`src/rtl/rgs_pkg.sv`:
```
package rgs_pkg;
    // two-wire target address and command codes
    localparam logic [6:0] TARGET_ADDR = 7'h10;
    localparam logic [7:0] CMD_CONFIG = 8'h00;
    localparam logic [7:0] CMD_RSVD_FIRST = 8'h01;
    localparam logic [7:0] CMD_RSVD_LAST = 8'h07;
    localparam logic [7:0] CMD_RED = 8'h08;
    localparam logic [7:0] CMD_GREEN = 8'h09;
    localparam logic [7:0] CMD_BLUE = 8'h0a;
    localparam logic [7:0] CMD_WHITE = 8'h0b;
    // configuration word fields
    localparam int CFG_POWER_DOWN_BIT = 0;
    localparam int CFG_FORCE_BIT = 1;
    localparam int CFG_KICK_BIT = 2;
    localparam int CFG_TIME_LSB = 4;
    localparam int CFG_TIME_MSB = 6;
    localparam logic [15:0] CFG_RESET = 16'h0000;
    localparam logic [15:0] CFG_WRITE_MASK = 16'h0077;
    localparam logic [2:0] TIME_CODE_MAX = 3'h5;
    // timing
    localparam int unsigned CLK_HZ = 50_000_000;
    localparam int unsigned CLK_PERIOD_NS = 1_000_000_000 / CLK_HZ;
    localparam int unsigned TIME_BASE_MS = 40;
    localparam int unsigned TIME_BASE_CYCLES = TIME_BASE_MS * (CLK_HZ / 1000);
    localparam int unsigned BUS_MIN_KHZ = 100;
    localparam int unsigned BUS_MAX_KHZ = 400;
    localparam int unsigned SCL_HIGH_MIN_NS = 600;
    localparam int unsigned SCL_HIGH_MIN_CYCLES = SCL_HIGH_MIN_NS / CLK_PERIOD_NS;
    localparam int unsigned NUM_CHANNELS = 4;

    typedef enum logic [2:0] {
        ST_IDLE,
        ST_ADDR,
        ST_CMD,
        ST_WRITE,
        ST_READ,
        ST_SKIP
    } rgs_state_t;
endpackage : rgs_pkg

```
`src/rtl/rgs_pin_sync.sv`:
```
`timescale 1ns/1ps
module rgs_pin_sync #(
    parameter int WIDTH = 2
) (
    input wire logic sys_clk,
    input wire logic reset,
    input wire logic [WIDTH-1:0] pinIn,
    output logic [WIDTH-1:0] pinSync
);
    import rgs_pkg::*;
    logic [WIDTH-1:0] stage1;
    logic [WIDTH-1:0] stage2;

    if (WIDTH < 1) begin : g_bad_width
        $error("rgs_pin_sync: WIDTH must be at least 1");
    end

    // two flops; idle bus lines are high, so reset to ones
    always_ff @(posedge sys_clk) begin
        if (reset) begin
            stage1 <= {WIDTH{1'b1}};
            stage2 <= {WIDTH{1'b1}};
        end else begin
            stage1 <= pinIn;
            stage2 <= stage1;
        end
    end

    assign pinSync = stage2;
endmodule : rgs_pin_sync

```
`src/rtl/rgs_meas_timer.sv`:
```
`timescale 1ns/1ps
module rgs_meas_timer #(
    parameter int unsigned BASE_CYCLES = rgs_pkg::TIME_BASE_CYCLES
) (
    input wire logic sys_clk,
    input wire logic reset,
    input wire logic run,
    input wire logic [2:0] timeSel,
    output logic done
);
    import rgs_pkg::*;
    logic [31:0] count;
    logic [31:0] target;
    logic [2:0] timeClamp;
    logic [2:0] timeHeld;
    logic codeChange;

    // 32 bits must hold the base count shifted by the longest code
    if (BASE_CYCLES < 1 || BASE_CYCLES > 32'h03ff_ffff) begin : g_bad_base
        $error("rgs_meas_timer: BASE_CYCLES out of range");
    end

    // undefined codes above the longest setting run at the longest time
    assign timeClamp = (timeSel > TIME_CODE_MAX) ? TIME_CODE_MAX : timeSel;
    assign target = 32'(BASE_CYCLES) << timeClamp;
    // a shorter setting could leave the count past its end and hang it
    assign codeChange = (timeClamp != timeHeld);

    // code of the period in progress
    always_ff @(posedge sys_clk) begin
        if (reset) begin
            timeHeld <= 3'h0;
        end else begin
            timeHeld <= timeClamp;
        end
    end

    // counter restarts whenever the run request drops or the code changes
    always_ff @(posedge sys_clk) begin
        if (reset || !run || codeChange) begin
            count <= 32'h0;
            done <= 1'b0;
        end else if (count == target - 32'h1) begin
            count <= 32'h0;
            done <= 1'b1;
        end else begin
            count <= count + 32'h1;
            done <= 1'b0;
        end
    end
endmodule : rgs_meas_timer

```
`src/rtl/rgs_top.sv`:
```
`timescale 1ns/1ps
// Summary of operation
// - configuration word lives at command code 0x00.
// - results at codes 0x08..0x0b: red, green, blue, white.
// - every register is 16 bits; writes and reads move whole words.
// - bus runs from 100 kHz up to 400 kHz.
// - device answers only target address 0x10.
// - config low byte: bits 7,3 zero, 6..4 time, 2 trigger, 1 force, 0 off.
// - time codes 0..5 give 40 to 1280 ms, doubling each step.
// - power-down bit 0 enables sensor when 0, disables when 1.
// - force bit 0 measures continuously; 1 measures only when requested.
// - in force mode a written trigger 1 runs exactly one cycle.
// - config high byte reserved, reads zero.
// - codes 0x01..0x07 reserved, read zero, no function.
// - result low byte carries bits 7..0, high byte bits 15..8.
// - config read/write, results read-only, all over the bus.
// - results hold last values until a new measurement completes.
module rgs_top #(
    parameter int unsigned BASE_CYCLES = rgs_pkg::TIME_BASE_CYCLES
) (
    input wire logic sys_clk,
    input wire logic reset,
    input wire logic sclIn,
    input wire logic sdaIn,
    output logic sdaOut,
    output logic sdaOe,
    input wire logic [15:0] redSample,
    input wire logic [15:0] greenSample,
    input wire logic [15:0] blueSample,
    input wire logic [15:0] whiteSample,
    output logic sensorEnable,
    output logic measureBusy,
    output logic resultStrobe
);
    import rgs_pkg::*;

    logic sclS;
    logic sdaS;
    logic sclPrev;
    logic sdaPrev;
    logic sclRise;
    logic sclFall;
    logic startCond;
    logic stopCond;
    rgs_state_t state;
    logic [3:0] bitCnt;
    logic ackPhase;
    logic byteHigh;
    logic [7:0] rxShift;
    logic [7:0] txShift;
    logic [7:0] cmdCode;
    logic [7:0] wrLow;
    logic addrMatch;
    logic byteDone;
    logic ackDone;
    logic wrCommit;
    logic cfgWrite;
    logic [15:0] wrWord;
    logic [15:0] readWord;
    logic [7:0] readByte;
    logic [15:0] cfgReg;
    logic forceBusy;
    logic kick;
    logic timerRun;
    logic measDone;
    logic [15:0] chanSample [NUM_CHANNELS];
    logic [15:0] chanResult [NUM_CHANNELS];

    // the sampling needs several clocks inside the shortest bus high phase
    if (SCL_HIGH_MIN_CYCLES < 4) begin : g_bus_too_fast
        $error("rgs_top: system clock too slow for 400 kHz bus");
    end

    // both bus lines cross into sys_clk through two flops
    rgs_pin_sync #(
        .WIDTH(2)
    ) u_pin_sync (
        .sys_clk(sys_clk),
        .reset(reset),
        .pinIn({sclIn, sdaIn}),
        .pinSync({sclS, sdaS})
    );

    // previous synced levels for edge and condition detection
    always_ff @(posedge sys_clk) begin
        if (reset) begin
            sclPrev <= 1'b1;
            sdaPrev <= 1'b1;
        end else begin
            sclPrev <= sclS;
            sdaPrev <= sdaS;
        end
    end

    // bus events; start also covers the repeated start of a read
    assign sclRise = sclS & ~sclPrev;
    assign sclFall = ~sclS & sclPrev;
    assign startCond = sclS & sclPrev & sdaPrev & ~sdaS;
    assign stopCond = sclS & sclPrev & ~sdaPrev & sdaS;

    // byte and acknowledge boundaries, all at the falling clock
    assign byteDone = sclFall & ~ackPhase & (bitCnt == 4'h8);
    assign ackDone = sclFall & ackPhase;
    assign addrMatch = (rxShift[7:1] == TARGET_ADDR);

    // a word is taken only once both bytes arrived, low byte first
    assign wrWord = {rxShift, wrLow};
    assign wrCommit = (state == ST_WRITE) & byteDone & byteHigh;
    assign cfgWrite = wrCommit & (cmdCode == CMD_CONFIG);

    // read selection; reserved and unmapped codes read as zero
    assign readWord = (cmdCode == CMD_CONFIG) ? cfgReg :
                      (cmdCode == CMD_RED) ? chanResult[0] :
                      (cmdCode == CMD_GREEN) ? chanResult[1] :
                      (cmdCode == CMD_BLUE) ? chanResult[2] :
                      (cmdCode == CMD_WHITE) ? chanResult[3] :
                      16'h0000;
    assign readByte = byteHigh ? readWord[15:8] : readWord[7:0];

    // open-drain data pin: only ever pulled low
    assign sdaOut = 1'b0;

    // target protocol engine; start and stop override any bit in flight
    always_ff @(posedge sys_clk) begin
        if (reset) begin
            state <= ST_IDLE;
            bitCnt <= 4'h0;
            ackPhase <= 1'b0;
            byteHigh <= 1'b0;
            rxShift <= 8'h00;
            txShift <= 8'h00;
            cmdCode <= 8'h00;
            wrLow <= 8'h00;
            sdaOe <= 1'b0;
        end else if (startCond) begin
            state <= ST_ADDR;
            bitCnt <= 4'h0;
            ackPhase <= 1'b0;
            byteHigh <= 1'b0;
            sdaOe <= 1'b0;
        end else if (stopCond) begin
            state <= ST_IDLE;
            ackPhase <= 1'b0;
            sdaOe <= 1'b0;
        end else if (sclRise) begin
            if (!ackPhase) begin
                rxShift <= {rxShift[6:0], sdaS};
                bitCnt <= (bitCnt == 4'h8) ? bitCnt : bitCnt + 4'h1;
            end else if (state == ST_READ && sdaS) begin
                state <= ST_SKIP; // host nack ends the read word
            end
        end else if (byteDone) begin
            ackPhase <= 1'b1;
            unique case (state)
                ST_ADDR: sdaOe <= addrMatch;
                ST_CMD: begin
                    cmdCode <= rxShift;
                    sdaOe <= 1'b1;
                end
                ST_WRITE: begin
                    // writes to read-only or reserved codes are acked and dropped
                    if (!byteHigh) begin
                        wrLow <= rxShift;
                    end
                    byteHigh <= ~byteHigh;
                    sdaOe <= 1'b1;
                end
                ST_READ: sdaOe <= 1'b0; // release for host ack
                ST_IDLE, ST_SKIP: sdaOe <= 1'b0;
            endcase
        end else if (ackDone) begin
            ackPhase <= 1'b0;
            bitCnt <= 4'h0;
            sdaOe <= 1'b0;
            unique case (state)
                ST_ADDR: begin
                    if (!addrMatch) begin
                        state <= ST_SKIP;
                    end else if (rxShift[0]) begin
                        state <= ST_READ;
                        txShift <= readByte;
                        sdaOe <= ~readByte[7];
                        byteHigh <= ~byteHigh;
                    end else begin
                        state <= ST_CMD;
                    end
                end
                ST_CMD: begin
                    state <= ST_WRITE;
                    byteHigh <= 1'b0;
                end
                ST_READ: begin
                    // host acked: send the other byte of the word
                    txShift <= readByte;
                    sdaOe <= ~readByte[7];
                    byteHigh <= ~byteHigh;
                end
                ST_WRITE, ST_IDLE, ST_SKIP: state <= state;
            endcase
        end else if (sclFall && state == ST_READ && bitCnt != 4'h0) begin
            // next data bit goes out while the clock is low
            txShift <= {txShift[6:0], 1'b0};
            sdaOe <= ~txShift[6];
        end
    end

    // configuration word; fixed-zero bits are masked at every write
    always_ff @(posedge sys_clk) begin
        if (reset) begin
            cfgReg <= CFG_RESET;
        end else if (cfgWrite) begin
            cfgReg <= wrWord & CFG_WRITE_MASK;
        end else if (measDone && forceBusy) begin
            cfgReg[CFG_KICK_BIT] <= 1'b0; // trigger reads back as zero once its period ends
        end
    end

    // a force-mode request; a write carrying the trigger wins over its clear
    assign kick = cfgWrite & wrWord[CFG_KICK_BIT] & wrWord[CFG_FORCE_BIT];

    // one-shot request stays until its single period ends, power-down is set or force mode is left
    always_ff @(posedge sys_clk) begin
        if (reset) begin
            forceBusy <= 1'b0;
        end else if (kick) begin
            forceBusy <= ~wrWord[CFG_POWER_DOWN_BIT];
        end else if (measDone || cfgReg[CFG_POWER_DOWN_BIT] || !cfgReg[CFG_FORCE_BIT]) begin
            forceBusy <= 1'b0;
        end
    end

    // shutdown stops all integration; auto mode runs back to back
    assign timerRun = ~cfgReg[CFG_POWER_DOWN_BIT] & (~cfgReg[CFG_FORCE_BIT] | forceBusy);
    assign sensorEnable = ~cfgReg[CFG_POWER_DOWN_BIT];
    assign measureBusy = timerRun;
    assign resultStrobe = measDone;

    rgs_meas_timer #(
        .BASE_CYCLES(BASE_CYCLES)
    ) u_meas_timer (
        .sys_clk(sys_clk),
        .reset(reset),
        .run(timerRun),
        .timeSel(cfgReg[CFG_TIME_MSB:CFG_TIME_LSB]),
        .done(measDone)
    );

    // channel order in the array matches the result command codes
    assign chanSample[0] = redSample;
    assign chanSample[1] = greenSample;
    assign chanSample[2] = blueSample;
    assign chanSample[3] = whiteSample;

    // results latch together and only at the end of a period
    for (genvar ch = 0; ch < NUM_CHANNELS; ch++) begin : g_chan
        always_ff @(posedge sys_clk) begin
            if (reset) begin
                chanResult[ch] <= 16'h0000;
            end else if (measDone) begin
                chanResult[ch] <= chanSample[ch];
            end
        end
    end
endmodule : rgs_top

```
`config.mk`:
```
export PLATFORM = sky130hd
export DESIGN_NAME = rgs_top
export DESIGN_NICKNAME = d
export VERILOG_FILES = /design/src/rtl/rgs_pkg.sv /design/src/rtl/rgs_pin_sync.sv /design/src/rtl/rgs_meas_timer.sv /design/src/rtl/rgs_top.sv
export SDC_FILE = /design/constraint.sdc
export NUM_CORES = 1
export LEC_CHECK = 0
export BUFFER_PORTS_ARGS = -buffer_cell sky130_fd_sc_hd__buf_2
export CAP_MARGIN = 30
export CORE_ASPECT_RATIO = 1.25
export CORE_MARGIN = 2
export CORE_UTILIZATION = 57
export CTS_BUF_LIST = sky130_fd_sc_hd__clkbuf_8
export CTS_CLUSTER_SIZE = 30
export DETAILED_ROUTE_END_ITERATION = 12
export MAX_ROUTING_LAYER = met4
export PLACE_DENSITY_LB_ADDON = 0.1
export SLEW_MARGIN = 15
export SYNTH_ARGS = -nofsm -noshare
export SYNTH_HDL_FRONTEND = slang
export SYNTH_HIERARCHICAL = 1
export SYNTH_SLANG_ARGS = --single-unit
```
`constraint.sdc`:
```
create_clock -name sys_clk -period 3.62 [get_ports sys_clk]
set_input_delay 0.543 -clock sys_clk [delete_from_list [all_inputs] [get_ports sys_clk]]
set_output_delay 0.543 -clock sys_clk [all_outputs]
set_load 0.02 [all_outputs]
```
==> metrics.md, run 1 <==
| Metric | Value |
|---|---|
| Outcome | `completed` |
| ANT cells | `0` |
| Final worst path period need | `3090 ps` |
| Hold slack | `287 ps` |
| Synth Area in Compound Gates | `0.0698` |
| Die ar. | `14200 um^2` |
| Pins Over Slew Limit | `0` |
| Post-CTS Hold Buffers | `0` |
| Post-Synth Simple-Gate Area | `0.260` |
| Reg2Reg Depth | `11` |
| CTS Buf Count | `17` |
| Dpl hpwl | `11.3 mm` |
| Most common cell after layout, fill and taps aside | `dfxtp_1` |
| Final hold violation count | `0` |
| Layout cells sized above 1 | `0.185` |
| Tightest Pin Transition | `792 ps` |
| P&R area growth vs syn | `11.2%` |
| CTS resizes | `0` |
| Mapped Area | `7570 um^2` |
| Critical Path Source | `cfgReg[6]$_SDFFE_PP0P_` |
| Worst Path Arrival | `3480 ps` |
| Drt via density | `5.66` |
| Reg2reg end | `u_meas_timer/done$_SDFF_PP0_` |
| DR pass1 iterations | `4` |
| Req. time, crit path | `4010 ps` |
| Worst setup endpoint | `u_meas_timer/done$_SDFF_PP0_` |
| Post-synthesis mux area share | `0.0876` |
| Critical path peak fanout | `25` |
| Filler Cells Inserted | `1101` |
| RSZ-0062 raised after global routing | `no` |
| DRC Markers | `0` |
| Crit path top cell by count | `buf_4` |
| Seq cells post-synth | `152` |
| Static leakage | `3.12 nW` |
| CTS clk-pin slew, worst paths | `80 ps` |
| Number of global-route vias before repair | `5381` |
| Yosys synthesis warning count | `6` |
| Worst path buffer plus inverter count | `3` |
| Final period util | `0.855` |
| First-pass GRT wire length | `26.2 mm` |
| Final WL | `15.5 mm` |
| Register area share after synthesis | `0.487` |
| Synth Area in Adders | `0.0129` |
| Post-synth EDFFs | `64` |
| H-tree depth | `4` |
| Post-synthesis xor/xnor area fraction | `0.0474` |
| Initial antenna violation count | `0` |
| Hold Path Class | `in -> reg` |
| Leading cell types in the layout, fill and taps excluded | `dfxtp_1, buf_2, nor2_1, and2_1, edfxtp_1` |
| DRT antenna net count | `0` |
| Setup CP Type | `reg -> reg` |
| Max-Cap Viols | `0` |
| DR vias | `5478` |
| Worst path max stage delay | `440 ps` |
| Final GP Congestion | `0.931` |
| Largest net degree at the start of global routing | `65` |
| Count of cell types in the netlist | `78` |
| Number of port buffers | `71` |
| CTS root buf | `clkbuf_8` |
| Die Height | `133 um` |
| R2R setup slack | `530 ps` |
| Final setup fails | `0` |
| Cell Chain, Critical Path | `buf_4, nand2b_1, inv_1, ha_1, nor2_1, o31a_1, a311oi_1, nand4_1, nor4_4, buf_4, and2_2` |
| Syn Inst Count | `727` |
| Clock buffer depth | `2` |
| Power per cell area | `383 nW/um^2` |
| Post-CTS Setup Inserts | `0` |
| Wirelength per Cell | `16.0 um` |
| Max-slew headroom | `0.468` |
| CP delay by family, top | `simple AND/OR/NAND/NOR gates` |
| CP Depth | `11` |
| Setup_tns | `0 ps` |
| CTS tree | `built` |
| Worst-skew pair later-pin latency | `440 ps` |
| Starting DRC count in detailed routing | `232` |
| Combinational family with the most area after synthesis | `simple AND/OR/NAND/NOR gates` |
| VDD IR max | `0.292 mV` |
| Clock Skews | `10.4 ps` |
| Initial Util | `0.577` |
| Type of origin of the critical path | `flop` |
| Total gr overflow | `0` |
| Reg-to-Reg Start | `cfgReg[6]$_SDFFE_PP0P_` |
| Core ar. | `13100 um^2` |
| Post-synthesis async set-or-reset flop share | `0` |
| Maximum clock rate | `323 MHz` |
| Critical Path Slowest Stage Cell | `ha_1` |
| Syn nets | `802` |
| CTS sink cnt | `152` |
| Avg Inst Size Synth | `10.4 um^2` |
| Total GRT Usage | `0.239` |
| I/O pins | `73` |
| Final #Nets | `858` |
| Endpoint type of the worst setup path | `flop` |
| Main flop type after synthesis | `dfxtp_1` |
| Die Wd | `107 um` |
| Placement row count | `47` |
## flip-flops by register name, indices dropped and copies added, names as in the netlist, 2 cells and up
name,count
u_meas_timer/count,32
bitCnt,4
u_pin_sync/stage1,2
u_pin_sync/pinSync,2
chanResult,64
u_meas_timer/timeHeld,3
cfgReg,6
wrLow,6
state,3
txShift,7
rxShift,8
cmdCode,8
## per-layer routing
layer / GRT usage / part of all wire / vias up
met5: - / 0 / -
met4: 0.0924 / 0.024 / 0
met3: 0.0384 / 0.031 / 27
met2: 0.382 / 0.50 / 129
met1: 0.305 / 0.45 / 2604
li1: - / - / 2718
## area by class of cell
| class | count | area (um^2) | share of cell area |
|---|---|---|---|
| sequential | 152 | 3680 | 0.438 |
| multi-input combinational | 515 | 3620 | 0.431 |
| timing repair buffer | 82 | 449 | 0.0534 |
| clock buffer | 19 | 262 | 0.0311 |
| tap | 171 | 214 | 0.0254 |
| clock inverter | 13 | 130 | 0.0155 |
| inverter | 15 | 56.3 | 0.00669 |
## per-stage QoR
stage / area [um^2] / total power, mW / std cells / util / setup slack [ps]
2_1_floorplan: 7570 / 1.94 / 727 / - / 927
3_3_place_gp: 8000 / 1.98 / 933 / 0.610 / 692
3_5_place_dp: 8010 / 1.99 / 934 / 0.611 / 574
4_1_cts: 8400 / 3.24 / 966 / 0.641 / 561
5_1_grt: 8420 / 3.34 / 967 / 0.642 / 293
6_report: 8420 / 3.22 / 967 / 0.642 / 526
## cells by family (layout without fill, tap and decap cells)
group           count (synthesis)  in the layout
mux                            47             47
simple gates                  342            342
fa+ha+maj                       8              8
flops                         152            152
compound gates                 76             76
buf+inv                        60            129
xor+xnor                       41             41
other cells                     1              1
## cell usage after synthesis (all sizes together) (9+ instances only)
master | n | area, um^2
a21oi | 24 | 124
or2 | 9 | 56.3
xor2 | 25 | 219
inv | 15 | 56.3
nand2 | 28 | 105
nor2 | 67 | 251
mux4 | 15 | 338
edfxtp | 64 | 1920
buf | 16 | 101
nand3 | 21 | 110
nand4 | 14 | 87.6
clkbuf | 29 | 110
dfxtp | 88 | 1760
nor4 | 9 | 86.3
nand2b | 27 | 176
and2 | 68 | 427
and3 | 9 | 56.3
mux2i | 31 | 310
nor2b | 10 | 62.6
xnor2 | 16 | 140
nor3 | 43 | 220
## how the worst min path moves through the flow
stage / startpoint / slack, ps / to / cells past startpoint
2_1_floorplan: u_pin_sync/stage1[0]$_SDFF_PP1_ / 380 / u_pin_sync/pinSync[0]$_SDFF_PP1_ / 1
6_report: sdaIn / 290 / u_pin_sync/stage1[0]$_SDFF_PP1_ / 2
3_3_place_gp: u_pin_sync/stage1[0]$_SDFF_PP1_ / 400 / u_pin_sync/pinSync[0]$_SDFF_PP1_ / 1
3_5_place_dp: u_pin_sync/stage1[1]$_SDFF_PP1_ / 400 / u_pin_sync/pinSync[1]$_SDFF_PP1_ / 1
4_1_cts: sclIn / 260 / u_pin_sync/stage1[1]$_SDFF_PP1_ / 2
5_1_grt: sdaIn / 270 / u_pin_sync/stage1[0]$_SDFF_PP1_ / 2
## report_power, final
group          total, mW  switching (mW)  internal (mW)
combinational      0.110          0.0559         0.0541
clock               1.27           0.627          0.645
sequential          1.84          0.0188           1.82
No activity file was read; power rests on OpenSTA's default activity.
==> run 2: changes to the inputs <==
--- a/config.mk
+++ b/config.mk
@@ -15,6 +15,7 @@
 export DETAILED_ROUTE_END_ITERATION = 12
 export MAX_ROUTING_LAYER = met4
 export PLACE_DENSITY_LB_ADDON = 0.1
+export RECOVER_POWER = 50
 export SLEW_MARGIN = 15
 export SYNTH_ARGS = -nofsm -noshare
 export SYNTH_HDL_FRONTEND = slang
==> metrics.md, run 2 (synthesized netlist as in run 1, its figures left out) <==
| Metric | Value |
|---|---|
| Outcome | `complete, but fails checks` |
| Failing checks | `max-capacitance violations, max-slew violations` |
| Reg2Reg Depth | `10 (-1)` |
| Crit path top cell by count | `buf_4` |
| Largest net degree at the start of global routing | `65 (unchanged)` |
| Final period util | `0.860 (+0.00537)` |
| Reg power frac | `0.570 (about the same)` |
| Number of port buffers | `71 (unchanged)` |
| Req. time, crit path | `4010 ps (about the same)` |
| CTS tree | `built` |
| Post-CTS Setup Inserts | `0 (unchanged)` |
| Die Wd | `107 um (unchanged)` |
| Met3 Usage GRT | `0.0384 (unchanged)` |
| CTS resizes | `0 (unchanged)` |
| Final #Nets | `858 (unchanged)` |
| Pins Over Slew Limit | `105 (+105)` |
| Clock buffer depth | `2 (unchanged)` |
| DRT antenna net count | `0 (unchanged)` |
| Largest regs | `chanResult: 64 flops, u_meas_timer/count: 32 flops` |
| Initial antenna violation count | `0 (unchanged)` |
| Final hold violation count | `0 (unchanged)` |
| Comb pwr share | `0.034 (about the same)` |
| Total gr overflow | `0 (unchanged)` |
| Hold path endpoint | `u_pin_sync/stage1[0]$_SDFF_PP1_` |
| Critical Path Slowest Stage Cell | `ha_1` |
| Worst path max stage delay | `500 ps (+60 ps)` |
| Final setup fails | `0 (unchanged)` |
| CTS clk-pin slew, worst paths | `80 ps (about the same)` |
| Hold Path Class | `in -> reg` |
| Tightest Pin Transition | `1860 ps (+1060 ps)` |
| Power per cell area | `384 nW/um^2 (+0.39%)` |
| Maximum clock rate | `321 MHz (-0.62%)` |
| H-tree depth | `4 (unchanged)` |
| Met1 Track Usage GR | `0.305 (unchanged)` |
| GR Layer Usage met2 | `0.382 (unchanged)` |
| Final GP Congestion | `0.931 (unchanged)` |
| Die ar. | `14200 um^2 (unchanged)` |
| Wirelength per Cell | `16.1 um (+0.62%)` |
| Clock power frac | `0.395 (about the same)` |
| I/O pins | `73 (unchanged)` |
| RSZ-0062 raised after global routing | `no` |
| Static leakage | `3.05 nW (-2.4%)` |
| DR pass1 iterations | `4 (unchanged)` |
| Setup_tns | `0 ps (unchanged)` |
| Dpl hpwl | `11.3 mm (unchanged)` |
| ANT cells | `0 (unchanged)` |
| Placement row count | `47 (unchanged)` |
| Setup CP Type | `reg -> reg` |
| Worst Path Arrival | `3500 ps (+20 ps)` |
| Clock Skews | `10.1 ps (-0.222 ps)` |
| CTS Buf Count | `17 (unchanged)` |
| Max-Cap Viols | `2 (+2)` |
| Cell Chain, Critical Path | `buf_4, a21oi_1, ha_1, nor2_1, o31a_1, a311oi_1, nand4_1, nor4_4, buf_4, and2_2` |
| VDD IR max | `0.293 mV (+0.35%)` |
| R2R setup slack | `510 ps (-20 ps)` |
| Reg2reg end | `u_meas_timer/done$_SDFF_PP0_` |
| Int Power | `2.52 mW (about the same)` |
| Critical path peak fanout | `25 (unchanged)` |
| Post-CTS Hold Buffers | `0 (unchanged)` |
| Starting DRC count in detailed routing | `250 (+7.8%)` |
| Worst hold path stage count | `2 (unchanged)` |
| CTS root buf | `clkbuf_8` |
| Largest Register | `chanResult` |
| Leading cell types in the layout, fill and taps excluded | `dfxtp_1, nor2_1, buf_2` |
| DRC Markers | `0 (unchanged)` |
| Total GRT Usage | `0.239 (unchanged)` |
| Min-delay src | `sdaIn` |
| Switching Power | `707 uW (+0.72%)` |
| Max-slew headroom | `-0.237 (-0.705)` |
| Number of global-route vias before repair | `5381 (unchanged)` |
| Most common cell after layout, fill and taps aside | `dfxtp_1` |
| Finished Layout Cells | `967 (unchanged)` |
| Final WL | `15.6 mm (+0.62%)` |
| Final worst path period need | `3110 ps (+19.4 ps)` |
| Critical Path Source | `cfgReg[5]$_SDFFE_PP0P_` |
| First-pass GRT wire length | `26.2 mm (unchanged)` |
| GRT Max-Usage Layer | `met2` |
| Die Height | `133 um (unchanged)` |
| Core ar. | `13100 um^2 (unchanged)` |
| Max reg flops | `64 (unchanged)` |
| Dpl cells | `934 (unchanged)` |
| Worst-skew pair later-pin latency | `440 ps (about the same)` |
| P&R area growth vs syn | `11.0%` |
| DR vias | `5500 (+0.40%)` |
| Worst path buffer plus inverter count | `2 (-1)` |
| Drt via density | `5.69 (+0.40%)` |
| Type of origin of the critical path | `flop` |
| CTS sink cnt | `152 (unchanged)` |
| Final Util | `0.640 (-0.00153)` |
| Reg-to-Reg Start | `cfgReg[5]$_SDFFE_PP0P_` |
| Initial Util | `0.577 (unchanged)` |
| Endpoint type of the worst setup path | `flop` |
| CP delay by family, top | `compound AO/OA/AOI/OAI gates` |
| Net Sw Frac | `0.219 (+0.00124)` |
| Layout cells sized above 1 | `0.173 (-0.0113)` |
[run 2: changes by cell type in the layout (fill, tap and decap cells not counted), sizes merged]
cell,delta
clkbuf,+7
buf,-7
[run 2: layer usage]
layer | share of wire | vias up | wire, um
met5 | 0 | - | 0
met4 | 0.022 | 0 | 351
met3 | 0.036 | 26 | 555
met2 | 0.49 | 137 | 7720
met1 | 0.45 | 2623 | 6980
li1 | - | 2714 | -
[run 2: area by class of cell]
class | count | area, um^2
Sequential cell | 152 | 3680
Tap cell | 171 | 214
Inverter | 15 | 56.3
Multi-Input combinational cell | 515 | 3620
Timing Repair Buffer | 82 | 433
Clock buffer | 19 | 262
Clock inverter | 13 | 130
Fill cell | 1106 | 4710
[run 2: worst max-delay path by stage]
stage                                             end  slack, ps  cells past startpoint
floorplan           u_meas_timer/count[16]$_SDFF_PP0_        930                     12
global placement    u_meas_timer/count[25]$_SDFF_PP0_        690                     11
detailed placement  u_meas_timer/count[23]$_SDFF_PP0_        570                     11
CTS                 u_meas_timer/count[23]$_SDFF_PP0_        560                     11
global route             u_meas_timer/done$_SDFF_PP0_        250                      9
finish                   u_meas_timer/done$_SDFF_PP0_        510                     10
[run 2: power groups by stage]
| stage | Sequential [mW] | Combinational [mW] | Clock (mW) |
|---|---|---|---|
| after floorplan | 1.87 | 0.0639 | 0 |
| after global placement | 1.88 | 0.106 | 0 |
| after detailed placement | 1.88 | 0.110 | 0 |
| after CTS | 1.84 | 0.110 | 1.29 |
| after global routing | 1.85 | 0.123 | 1.37 |
| final | 1.84 | 0.110 | 1.28 |
[run 2: through the flow]
step	hold slack [ps]	area (um^2)	power, mW	setup slack [ps]
detailed placement	399	8010	1.99	574
floorplan	383	7570	1.94	927
global route	272	8400	3.34	247
CTS	259	8400	3.24	561
global placement	403	8000	1.98	692
finish	290	8400	3.23	507
